==> src/rtl/rnf_params.svh <==
`ifndef RNF_PARAMS_SVH
`define RNF_PARAMS_SVH
// Register offsets (byte addresses)
`define RNF_OFF_AHI_SET 12'h100
`define RNF_OFF_AHI_CLR 12'h104
`define RNF_OFF_ALO_SET 12'h108
`define RNF_OFF_ALO_CLR 12'h10C
`define RNF_OFF_PHI_SET 12'h110
`define RNF_OFF_PHI_CLR 12'h114
// Reset value of every filter register
`define RNF_FILT_RST 32'h0000_0000
// Position of the all-buses bit
`define RNF_ALL_BUS_BIT 31
// Node numbering
`define RNF_NODE_HI_BASE 6'h20
`define RNF_NODE_BCAST 6'h3F
`endif

==> src/rtl/rnf_pkg.sv <==
package rnf_pkg;
  // Where an incoming request ends up
  typedef enum logic [1:0]
  {
    RNF_ROUTE_NOACK = 2'b00,
    RNF_ROUTE_ASYNC = 2'b01,
    RNF_ROUTE_PHYS = 2'b10
  } rnf_route_t;
  typedef logic [31:0] rnf_word_t;
  typedef logic [5:0] rnf_node_t;
endpackage

==> src/rtl/rnf_filt_if.sv <==
`timescale 1ns/1ps
// Filter state and request towards the route decision
interface rnf_filt_if;
  import rnf_pkg::*;
  rnf_word_t async_low;
  rnf_word_t async_high;
  rnf_word_t phys_low;
  rnf_word_t phys_high;
  rnf_node_t node;
  logic remote;
  logic phys;
  rnf_route_t route;
  modport regs (output async_low, async_high, phys_low, phys_high, node, remote, phys,
    input route);
  modport decide (input async_low, async_high, phys_low, phys_high, node, remote, phys,
    output route);
endinterface

==> src/rtl/rnf_decide.sv <==
`timescale 1ns/1ps
`include "rnf_params.svh"
// Route decision for one request, purely combinational
module rnf_decide
  import rnf_pkg::*;
(
  rnf_filt_if.decide f
);
  logic async_ok;
  logic phys_ok;

  // Per-node lookup, then remote-bus handling
  always_comb
  begin
    async_ok = 1'b0;
    phys_ok = 1'b0;
    f.route = RNF_ROUTE_NOACK;
    if (f.node < `RNF_NODE_HI_BASE)
    begin
      async_ok = f.async_low[f.node[4:0]];
      phys_ok = f.phys_low[f.node[4:0]];
    end
    else if (f.node != `RNF_NODE_BCAST)
    begin
      async_ok = f.async_high[f.node[4:0]];
      phys_ok = f.phys_high[f.node[4:0]];
    end
    if (f.remote)
    begin
      // No per-node compare for other buses; all-buses bit gates every kind
      if (f.phys_high[`RNF_ALL_BUS_BIT])
      begin
        f.route = f.phys ? RNF_ROUTE_PHYS : RNF_ROUTE_ASYNC;
      end
      else
      begin
        f.route = RNF_ROUTE_NOACK;
      end
    end
    else if (async_ok)
    begin
      // Physical requests pass the async check first
      if (f.phys && phys_ok)
      begin
        f.route = RNF_ROUTE_PHYS;
      end
      else
      begin
        f.route = RNF_ROUTE_ASYNC;
      end
    end
  end
endmodule

==> src/rtl/rnf_top.sv <==
// Summary of operation
// - Async requests from nodes 0..31 accepted only if low filter bit set.
// - Low async filter has a set address and a clear address.
// - Low async filter behaves like the high async filter.
// - All filter bits are zero after power reset.
// - Physical requests pass the async filter, then the physical filter.
// - Physical filter bit clear sends request to async request context.
// - Per-node physical compare only for sources on the local bus.
// - Remote-bus packets are not acknowledged unless all-buses bit is set.
// - All-buses bit set accepts every request from remote buses.
// - All-buses bit survives host bus reset; other bits clear.
// - Physical high bits 30..0 map to nodes 62..32.
// - Physical high filter has its own set address.
// - High async bits 30..0 enable nodes 62..32.
//
// Added by the designer: the APB register port.
`timescale 1ns/1ps
`include "rnf_params.svh"
module rnf_top
  import rnf_pkg::*;
(
  input wire logic pclk,
  input wire logic presetn,
  input wire logic pwr_rst_n,
  input wire logic psel,
  input wire logic penable,
  input wire logic pwrite,
  input wire logic [11:0] paddr,
  input wire logic [31:0] pwdata,
  output logic pready,
  output logic [31:0] prdata,
  output logic pslverr,
  input wire logic [31:0] phys_filter_low,
  input wire logic req_valid,
  input wire logic [5:0] req_node,
  input wire logic req_remote,
  input wire logic req_phys,
  output logic dec_valid,
  output logic [5:0] dec_node,
  output rnf_route_t dec_route
);

  ////////////////////////////////////////////////////////////////////////////
  // Bus decode

  logic wr_acc;
  logic setup;
  logic ahi_set;
  logic ahi_clr;
  logic alo_set;
  logic alo_clr;
  logic phi_set;
  logic phi_clr;
  logic map_hit;
  rnf_word_t async_low_r;
  rnf_word_t async_high_r;
  logic [30:0] phys_node_r;
  logic phys_all_r;
  rnf_word_t alo_nxt;
  rnf_word_t ahi_nxt;
  rnf_word_t phi_nxt;
  rnf_word_t prdata_r;
  logic pslverr_r;
  logic dec_valid_r;
  logic [5:0] dec_node_r;
  rnf_route_t dec_route_r;
  rnf_filt_if filt ();

  // Every access completes in its first access cycle
  assign pready = 1'b1;
  assign setup = psel && !penable;
  assign wr_acc = psel && penable && pwrite;

  // Write strobes per address
  assign ahi_set = wr_acc && (paddr == `RNF_OFF_AHI_SET);
  assign ahi_clr = wr_acc && (paddr == `RNF_OFF_AHI_CLR);
  assign alo_set = wr_acc && (paddr == `RNF_OFF_ALO_SET);
  assign alo_clr = wr_acc && (paddr == `RNF_OFF_ALO_CLR);
  assign phi_set = wr_acc && (paddr == `RNF_OFF_PHI_SET);
  assign phi_clr = wr_acc && (paddr == `RNF_OFF_PHI_CLR);

  // Address lands on one of the filter registers
  assign map_hit = (paddr == `RNF_OFF_AHI_SET) || (paddr == `RNF_OFF_AHI_CLR) ||
    (paddr == `RNF_OFF_ALO_SET) || (paddr == `RNF_OFF_ALO_CLR) ||
    (paddr == `RNF_OFF_PHI_SET) || (paddr == `RNF_OFF_PHI_CLR);

  ////////////////////////////////////////////////////////////////////////////
  // Set and clear per bit

  for (genvar i = 0; i < 32; i++)
  begin : g_bit
    // A one sets or clears, a zero leaves the bit
    assign alo_nxt[i] = (alo_set && pwdata[i]) ? 1'b1 :
      (alo_clr && pwdata[i]) ? 1'b0 : async_low_r[i];
    assign ahi_nxt[i] = (ahi_set && pwdata[i]) ? 1'b1 :
      (ahi_clr && pwdata[i]) ? 1'b0 : async_high_r[i];
    assign phi_nxt[i] = (phi_set && pwdata[i]) ? 1'b1 :
      (phi_clr && pwdata[i]) ? 1'b0 : ((i == 31) ? phys_all_r : phys_node_r[i % 31]);
  end

  ////////////////////////////////////////////////////////////////////////////
  // Filter registers

  // Low async filter, nodes 0 to 31
  always_ff @(posedge pclk or negedge presetn)
  begin
    if (!presetn)
    begin
      async_low_r <= `RNF_FILT_RST;
    end
    else
    begin
      async_low_r <= alo_nxt;
    end
  end

  // High async filter, nodes 32 to 62; bit 31 is unused, the all-buses bit is in the physical filter
  always_ff @(posedge pclk or negedge presetn)
  begin
    if (!presetn)
    begin
      async_high_r <= `RNF_FILT_RST;
    end
    else
    begin
      async_high_r <= ahi_nxt;
    end
  end

  // Physical node bits clear on host reset
  always_ff @(posedge pclk or negedge presetn)
  begin
    if (!presetn)
    begin
      phys_node_r <= 31'h0000_0000;
    end
    else
    begin
      phys_node_r <= phi_nxt[30:0];
    end
  end

  // All-buses bit clears on power reset or a clear write, never on host reset
  always_ff @(posedge pclk or negedge pwr_rst_n)
  begin
    if (!pwr_rst_n)
    begin
      phys_all_r <= 1'b0;
    end
    else if (presetn)
    begin
      phys_all_r <= phi_nxt[`RNF_ALL_BUS_BIT];
    end
  end

  ////////////////////////////////////////////////////////////////////////////
  // Read data and error, loaded in the setup cycle

  always_ff @(posedge pclk or negedge presetn)
  begin
    if (!presetn)
    begin
      prdata_r <= 32'h0000_0000;
      pslverr_r <= 1'b0;
    end
    else if (setup)
    begin
      pslverr_r <= 1'b0;
      case (paddr)
        `RNF_OFF_AHI_SET, `RNF_OFF_AHI_CLR:
        begin
          prdata_r <= async_high_r;
        end
        `RNF_OFF_ALO_SET, `RNF_OFF_ALO_CLR:
        begin
          prdata_r <= async_low_r;
        end
        `RNF_OFF_PHI_SET, `RNF_OFF_PHI_CLR:
        begin
          prdata_r <= {phys_all_r, phys_node_r};
        end
        default:
        begin
          prdata_r <= 32'h0000_0000;
          pslverr_r <= 1'b1;
        end
      endcase
    end
  end

  assign prdata = prdata_r;
  assign pslverr = pslverr_r;

  ////////////////////////////////////////////////////////////////////////////
  // Route decision

  assign filt.async_low = async_low_r;
  assign filt.async_high = async_high_r;
  assign filt.phys_low = phys_filter_low;
  assign filt.phys_high = {phys_all_r, phys_node_r};
  assign filt.node = req_node;
  assign filt.remote = req_remote;
  assign filt.phys = req_phys;

  rnf_decide u_decide (
    .f (filt.decide)
  );

  // Decision registered one cycle after the request
  always_ff @(posedge pclk or negedge presetn)
  begin
    if (!presetn)
    begin
      dec_valid_r <= 1'b0;
      dec_node_r <= 6'h00;
      dec_route_r <= RNF_ROUTE_NOACK;
    end
    else
    begin
      dec_valid_r <= req_valid;
      if (req_valid)
      begin
        dec_node_r <= req_node;
        dec_route_r <= filt.route;
      end
    end
  end

  assign dec_valid = dec_valid_r;
  assign dec_node = dec_node_r;
  assign dec_route = dec_route_r;
endmodule

==> config.mk <==
export PLATFORM = sky130hd
export DESIGN_NAME = rnf_top
export DESIGN_NICKNAME = d
export VERILOG_FILES = /design/src/rtl/rnf_pkg.sv /design/src/rtl/rnf_filt_if.sv /design/src/rtl/rnf_decide.sv /design/src/rtl/rnf_top.sv
export VERILOG_INCLUDE_DIRS = /design/src /design/src/rtl
export SDC_FILE = /design/constraint.sdc
export NUM_CORES = 1
export LEC_CHECK = 0
export CORE_AREA = 2 2 130 132
export DETAILED_ROUTE_END_ITERATION = 16
export DIE_AREA = 0 0 132 134
export DONT_BUFFER_PORTS = 1
export SYNTH_ARGS = -nofsm -noshare
export SYNTH_HDL_FRONTEND = slang
export SYNTH_HIERARCHICAL = 1
export SYNTH_SLANG_ARGS = --single-unit
==> constraint.sdc <==
create_clock -name pclk -period 3.05 [get_ports pclk]
set_input_delay 0 -clock pclk [delete_from_list [all_inputs] [get_ports pclk]]
set_output_delay 0 -clock pclk [all_outputs]
set_load 0.03 [all_outputs]
==> key figures, run 1 <==
Outcome
  • Run status: finished, violations left
  • Violated checks: negative hold slack

Yosys
  • Total standard cell area after synthesis: 0.00722 mm²
  • Most common cell in the netlist: sky130_fd_sc_hd__dfrtp_1
  • Number of nets produced by synthesis: 749
  • Library cells used by synthesis: 54
  • Post-synth top area share: 0.479
  • Synth top area cells: sky130_fd_sc_hd__dfrtp_1 48%, sky130_fd_sc_hd__a22o_1 12%, sky130_fd_sc_hd__nand2_1 6.3%, sky130_fd_sc_hd__mux2i_1 4.9%, sky130_fd_sc_hd__mux4_2 4.4%
  • Cell type contributing the most total cell area after synthesis: sky130_fd_sc_hd__dfrtp_1
  • Most frequently used flop master after synthesis: sky130_fd_sc_hd__dfrtp_1
  • Most used standard cells in the synthesized netlist: 138 x sky130_fd_sc_hd__dfrtp_1, 121 x sky130_fd_sc_hd__nand2_1, 98 x sky130_fd_sc_hd__a22o_1
  • Post-Synthesis Cells: 658
  • Post-synth EDFFs: 0
  • Yosys warning total: 6
  • Mean cell area of the mapped netlist: 11.0 µm²
  • Proportion of synthesized chip area in sequential cells: 0.479
  • Share of synthesized flip-flops with an asynchronous set or reset: 1.00
  • Flop and latch count out of synthesis: 138

Power
  • Switching power as a share of total power: 0.234
  • Leakage: 3.50 nW
  • Sequential Power Share: 0.468
  • Fraction of power consumed by the clock network: 0.475
  • Int Pwr: 3.08 mW
  • Pwr Density: 482 mW/mm²
  • Combinational Power Share: 0.057
  • IR Drop Worst-Case VDD: 0.000407 V
  • Switching power summed over all nets: 938 µW
  • Overall power consumption: 4.02 mW

Global route
  • Maximum number of pins on one net before global-route repair: 140
  • Total gr overflow: 0
  • Wire length of the first global-routing pass: 34000 µm
  • Met2 track demand over resource in global routing: 0.402
  • Busiest layer in global routing: met2
  • Antenna violations before repair: 0
  • Met3 usage: 0.0590
  • Number of global-route vias before repair: 5775
  • GR Util All Layers: 0.250
  • GR met1 Demand/Resource: 0.338

STA
  • Worst Tran Pin Value: 1.26 ns
  • Post-route clock period utilization: 0.782
  • Max Clk Rate: 419 MHz
  • Worst Clk Skew: 0.00565 ns
  • Max_slew headroom: 0.154
  • Final number of hold-violating endpoints: 137
  • Count of endpoints failing setup in the final report: 0
  • Unrepaired setup endpoints after global routing: false
  • Final Hold Slack: -0.738 ns
  • Final setup TNS: 0 ns
  • Minimum clock period after layout: 2.39 ns
  • Final-report max-slew violation count: 0

Setup path
  • Startpoint-to-endpoint class of the critical path: reg -> reg
  • Kind of end point of the critical path: flip-flop
  • Data required time at the worst endpoint: 3.36 ns
  • Category of the worst setup path launch point: flip-flop
  • Crit Path Max Fanout: 3
  • First element of the critical path: async_high_r[1]$_DFFE_PN0P_
  • Worst r2r src: async_high_r[1]$_DFFE_PN0P_
  • Signal arrival time at the worst endpoint: 2.70 ns

Drt
  • DRC violation total after the first TritonRoute iteration: 463
  • Number of nets with antenna violations after detailed routing: 0
  • Routed via count: 5800
  • Total detailed-routing wirelength: 21600 µm
  • Routed length per placed instance: 23.7 µm
  • Pre-Repair DR Iteration Count: 5
  • Total DRC errors in the routed layout: 0
  • DR vias/cell: 6.37

Die
  • Starting utilization of the core area: 0.443
  • Overall die height: 134 µm
  • Die ar.: 0.0177 mm²
  • Number of cell rows: 47
  • Placeable core area: 0.0163 mm²
  • Total I/O pin count: 134
  • Die Wd: 132 µm

Layout
  • Design Area, Final: 0.00833 mm²
  • Inserted Diodes: 0
  • Area added between synthesis and finish: 15.4%
  • Share of final-layout standard cells stronger than drive strength 1: 0.114
  • Final Non-Filler Cells: 911
  • Number of nets in the finished design: 772

Placed design
  • Weighted congestion reported at the end of routability-driven placement: 0.828
  • Final HPWL DP: 13500 µm
  • Total placed cells including tap cells: 835
  • Number of buffer cells added on primary ports: 0
  • Cell area reported after detailed placement: 0.00732 mm²

Clock tree
  • Depth of the CTS H-tree: 4
  • Clock-pin slew of the registers on the worst-case setup and hold paths: 0.06 ns
  • Hold Buf Count CTS: 47
  • Clk sink count: 138
  • TritonCTS clock tree: done
  • Clock latency of the later-clocked register in the worst-skew pair: 0.43 ns
  • Clock tree root buffer cell: sky130_fd_sc_hd__clkbuf_16
  • Post-CTS Setup Inserts: 0
  • Maximum clock path buffer count: 2
  • Number of buffers inserted during clock tree synthesis: 17

Flow run
  • Max-cap check violation count: 0

Hold path
  • Hold/Removal Path Class: in -> async
[flip-flops by register name (all words and copies together), names as in the netlist]
register	count
phys_all_r	1
prdata	32
phys_node_r	31
dec_node	6
async_high_r	32
async_low_r	32
dec_route	2
dec_valid	1
pslverr	1
[area by class of cell]
| class | count | area (µm²) |
|---|---|---|
| Fill cell | 1453 | 7960 |
| Tap cell | 220 | 275 |
| Timing Repair Buffer | 56 | 548 |
| Clock inverter | 9 | 77.6 |
| Multi-Input combinational cell | 466 | 3520 |
| Sequential cell | 138 | 3450 |
| Inverter | 2 | 7.51 |
| Clock buffer | 20 | 447 |
[layer usage]
metal,vias to the layer above,share of wire
li1,2529,-
met4,0,0.021
met2,255,0.47
met3,43,0.064
met1,2973,0.44
met5,-,0
[metrics by stage]
stage,util,hold WS (ns),setup slack [ns]
after global routing,0.511,-0.745,0.582
after global placement,0.449,-0.295,0.730
after CTS,0.511,-0.745,0.671
final,0.511,-0.738,0.663
after floorplan,-,-0.296,0.925
after detailed placement,0.449,-0.295,0.684
[worst paths after layout]
check,endpoint,slack (ns),cells past startpoint
max in group asynchronous,phys_all_r$_DFFE_PN0P_,2.53,2
worst max-delay path,dec_route[0]$_DFFE_PN0P_,0.66,7
worst max register to register,dec_route[0]$_DFFE_PN0P_,0.66,7
worst min register to register,async_high_r[0]$_DFFE_PN0P_,0.53,1
min in group pclk,prdata[18]$_DFFE_PN0P_,0.01,4
worst min-delay path,prdata[21]$_DFFE_PN0P_,-0.74,0
[power groups by stage]
| stage | clock, mW | combinational, mW | sequential [mW] |
|---|---|---|---|
| 6_report | 1.91 | 0.229 | 1.88 |
| 5_1_grt | 2.00 | 0.242 | 1.88 |
| 4_1_cts | 1.92 | 0.227 | 1.88 |
| 3_5_place_dp | 0 | 0.128 | 1.91 |
| 3_3_place_gp | 0 | 0.127 | 1.91 |
| 2_1_floorplan | 0 | 0.150 | 1.91 |
[placed cells by master (no fill, tap or decap), types with 2 or more instances in the layout]
cell and instances:
sky130_fd_sc_hd__nor4_2 4, sky130_fd_sc_hd__or4_1 3, sky130_fd_sc_hd__nor2b_2 2, sky130_fd_sc_hd__or2_1 2
sky130_fd_sc_hd__nor4b_1 2, sky130_fd_sc_hd__a22o_1 98, sky130_fd_sc_hd__nand4b_1 2, sky130_fd_sc_hd__nor4_1 4
sky130_fd_sc_hd__a221o_1 9, sky130_fd_sc_hd__dlygate4sd3_1 46, sky130_fd_sc_hd__mux2i_1 35, sky130_fd_sc_hd__clkbuf_16 17
sky130_fd_sc_hd__a2111oi_2 2, sky130_fd_sc_hd__a22oi_1 11, sky130_fd_sc_hd__nand2_1 121, sky130_fd_sc_hd__a211oi_1 3
sky130_fd_sc_hd__a21oi_1 24, sky130_fd_sc_hd__inv_1 2, sky130_fd_sc_hd__nand3_1 3, sky130_fd_sc_hd__mux4_1 11
sky130_fd_sc_hd__o21ai_0 25, sky130_fd_sc_hd__buf_4 9, sky130_fd_sc_hd__or2_2 2, sky130_fd_sc_hd__or4b_2 2
sky130_fd_sc_hd__nor2b_1 6, sky130_fd_sc_hd__mux4_2 14, sky130_fd_sc_hd__dfrtp_1 138, sky130_fd_sc_hd__mux2_2 10
sky130_fd_sc_hd__clkinv_2 5, sky130_fd_sc_hd__clkinvlp_4 3, sky130_fd_sc_hd__o221ai_1 2, sky130_fd_sc_hd__nor2_1 30
sky130_fd_sc_hd__clkbuf_1 2, sky130_fd_sc_hd__nand2b_1 2, sky130_fd_sc_hd__nor3_1 15, sky130_fd_sc_hd__o21ai_1 2
[worst max-delay path, stage by stage (launching register included)]
cell                        delay [ns]
sky130_fd_sc_hd__dfrtp_1          0.39
sky130_fd_sc_hd__mux4_1           0.57
sky130_fd_sc_hd__a22o_1           0.27
sky130_fd_sc_hd__a2111oi_2        0.28
sky130_fd_sc_hd__nor4_1           0.10
sky130_fd_sc_hd__a211oi_2         0.27
sky130_fd_sc_hd__o32ai_1          0.12
sky130_fd_sc_hd__mux2_2           0.27
[cells by family after synthesis]
family                 share of synthesized area
AND/OR/NAND/NOR                            0.137
AO/OA/AOI/OAI                              0.198
flip-flops                                 0.479
multiplexers                               0.148
buffers and inverters                     0.0385
other                                   0.000520
[what timing repair did]
item / 4_1_cts / 5_1_grt
endpoints found under the setup margin: 0 / 0
resized for setup: 0 / 0
endpoints found under the hold margin: 266 / 137
No activity file was read; power rests on OpenSTA's default activity.
==> inputs of run 2 (changes only) <==
- clock period: 3.05 -> 2.19 ns (I/O delays scaled with it)
==> key figures, run 2 (same netlist as run 1, synthesis figures left out) <==
Clock tree
  • Maximum clock path buffer count: 2 (unchanged)
  • Clock latency of the later-clocked register in the worst-skew pair: 0.42 ns (was 0.43 ns)
  • Hold Buf Count CTS: 49 (was 47)
  • Clock-pin slew of the registers on the worst-case setup and hold paths: 0.06 ns (about the same)
  • TritonCTS clock tree: done (unchanged)
  • Clk sink count: 138 (unchanged)
  • Clock tree root buffer cell: sky130_fd_sc_hd__clkbuf_16 (unchanged)
  • Depth of the CTS H-tree: 4 (unchanged)
  • Number of buffers inserted during clock tree synthesis: 17 (unchanged)

Layout
  • Share of final-layout standard cells stronger than drive strength 1: 0.148 (was 0.114)
  • Design Area, Final: 0.00871 mm² (was 0.00833 mm²)
  • Area added between synthesis and finish: 20.7% (was 15.4%)
  • Number of nets in the finished design: 795 (was 772)
  • Commonest non-fill, non-tap cell in the layout: sky130_fd_sc_hd__dfrtp_1 (unchanged)
  • Number of inserted filler cells in the final layout: 1443 (was 1453)
  • Highest-count cells in the layout ignoring fill and taps: 138 x sky130_fd_sc_hd__dfrtp_1, 121 x sky130_fd_sc_hd__nand2_1, 98 x sky130_fd_sc_hd__a22o_1 (unchanged)

Setup path
  • Kind of end point of the critical path: flip-flop (unchanged)
  • Startpoint-to-endpoint class of the critical path: reg -> reg (unchanged)
  • Signal arrival time at the worst endpoint: 2.50 ns (was 2.70 ns)
  • Data required time at the worst endpoint: 2.49 ns (was 3.36 ns)
  • Category of the worst setup path launch point: flip-flop (unchanged)
  • Crit Path Max Fanout: 2 (was 3)

STA
  • Final setup TNS: -0.00955 ns (was 0 ns)
  • Worst Tran Pin Value: 1.14 ns (was 1.26 ns)
  • Final Hold Slack: -0.724 ns (was -0.738 ns)
  • Unrepaired setup endpoints after global routing: true (was false)
  • Count of endpoints failing setup in the final report: 1 (was 0)
  • Max_slew headroom: 0.237 (was 0.154)
  • Minimum clock period after layout: 2.20 ns (was 2.39 ns)
  • Max Clk Rate: 455 MHz (was 419 MHz)
  • Setup WS post-layout: -0.00955 ns (was 0.663 ns)
  • Final number of hold-violating endpoints: 137 (unchanged)
  • Post-route clock period utilization: 1.00 (was 0.782)
  • Final-report max-slew violation count: 0 (unchanged)
  • Worst Clk Skew: 0.00709 ns (was 0.00565 ns)

Placed design
  • Minimum setup slack after placement: -0.106 ns (was 0.684 ns)
  • Final HPWL DP: 13900 µm (was 13500 µm)
  • Cell area reported after detailed placement: 0.00755 mm² (was 0.00732 mm²)
  • Weighted congestion reported at the end of routability-driven placement: 0.837 (was 0.828)
  • Number of buffer cells added on primary ports: 0 (unchanged)

Die
  • Total I/O pin count: 134 (unchanged)
  • Starting utilization of the core area: 0.443 (unchanged)
  • Die ar.: 0.0177 mm² (unchanged)
  • Placeable core area: 0.0163 mm² (unchanged)
  • Die Wd: 132 µm (unchanged)
  • Overall die height: 134 µm (unchanged)
  • Number of cell rows: 47 (unchanged)

Power
  • Pwr Density: 684 mW/mm² (was 482 mW/mm²)
  • Leakage: 3.68 nW (was 3.50 nW)
  • IR Drop Worst-Case VDD: 0.000573 V (was 0.000407 V)
  • Overall power consumption: 5.96 mW (was 4.02 mW)

Drt
  • Number of nets with antenna violations after detailed routing: 0 (unchanged)
  • DRC violation total after the first TritonRoute iteration: 644 (was 463)
  • Total DRC errors in the routed layout: 0 (unchanged)
  • Routed length per placed instance: 24.0 µm (was 23.7 µm)
  • Routed via count: 5950 (was 5800)
  • DR vias/cell: 6.34 (was 6.37)
  • Pre-Repair DR Iteration Count: 5 (unchanged)
  • Total detailed-routing wirelength: 22500 µm (was 21600 µm)

Global route
  • GR Util All Layers: 0.258 (was 0.250)
  • Total gr overflow: 0 (unchanged)
  • Wire length of the first global-routing pass: 34700 µm (was 34000 µm)
  • Antenna violations before repair: 1 (was 0)
  • Maximum number of pins on one net before global-route repair: 140 (unchanged)
  • Number of global-route vias before repair: 5975 (was 5775)

Hold path
  • Hold/Removal Path Class: in -> async (unchanged)

Outcome
  • Violated checks: negative hold slack, negative setup slack (was negative hold slack)
  • Run status: finished, violations left (unchanged)

Flow run
  • Max-cap check violation count: 0 (unchanged)
[run 2: timing repair]
action	CTS	global route
buffers inserted	0	2
resized for setup	1	7
setup endpoints to repair	2	2
endpoints found under the hold margin	266	137
pin swaps	2	5
[run 2: report_power, final]
group          internal (mW)  leakage, nW  switching, mW
logic                  0.170         1.48          0.166
clock network           1.91        0.297           1.10
registers               2.57         1.90         0.0486
[run 2: cell type report]
cell class              instances  area (µm²)  share of cell area
diodes                          1        2.50            0.000287
clock buffers                  25         495              0.0569
clock inverters                 7         113              0.0129
inverters                       2        7.51            0.000862
multi-input cells             466        3550               0.407
flip-flops and latches        138        3450               0.397
well taps                     220         275              0.0316
repair buffers                 79         813              0.0934
[run 2: per-stage QoR]
stage	std cells	util
after floorplan	658	-
after global placement	854	0.464
after detailed placement	854	0.464
after CTS	935	0.531
after global routing	938	0.534
final	938	0.534
[run 2: layer usage]
metal,GRT usage,up-vias,part of all wire,wire length (µm)
met4,0.0906,0,0.025,552
met1,0.343,3023,0.42,9450
li1,-,2575,-,-
met2,0.401,317,0.46,10400
met3,0.0835,35,0.093,2100
met5,0,-,0,0
[run 2: worst max-delay path, cell delays in order (launching register included)]
cell	delay, ns
sky130_fd_sc_hd__dfrtp_1	0.38
sky130_fd_sc_hd__mux4_2	0.49
sky130_fd_sc_hd__a22o_1	0.26
sky130_fd_sc_hd__a2111oi_4	0.23
sky130_fd_sc_hd__nor4_2	0.08
sky130_fd_sc_hd__a211oi_2	0.26
sky130_fd_sc_hd__o32ai_1	0.12
sky130_fd_sc_hd__mux2_4	0.27
[run 2: path summary, 6_finish.rpt]
check	start	to	slack, ns	depth (start not counted)
min in group pclk	paddr[3]	phys_node_r[2]$_DFFE_PN0P_	0.04	3
min	presetn	prdata[21]$_DFFE_PN0P_	-0.72	0
max reg2reg	async_high_r[5]$_DFFE_PN0P_	dec_route[0]$_DFFE_PN0P_	-0.01	7
max	async_high_r[5]$_DFFE_PN0P_	dec_route[0]$_DFFE_PN0P_	-0.01	7
min reg2reg	phys_node_r[25]$_DFFE_PN0P_	phys_node_r[25]$_DFFE_PN0P_	0.53	1
max in group asynchronous	pwr_rst_n	phys_all_r$_DFFE_PN0P_	1.78	2
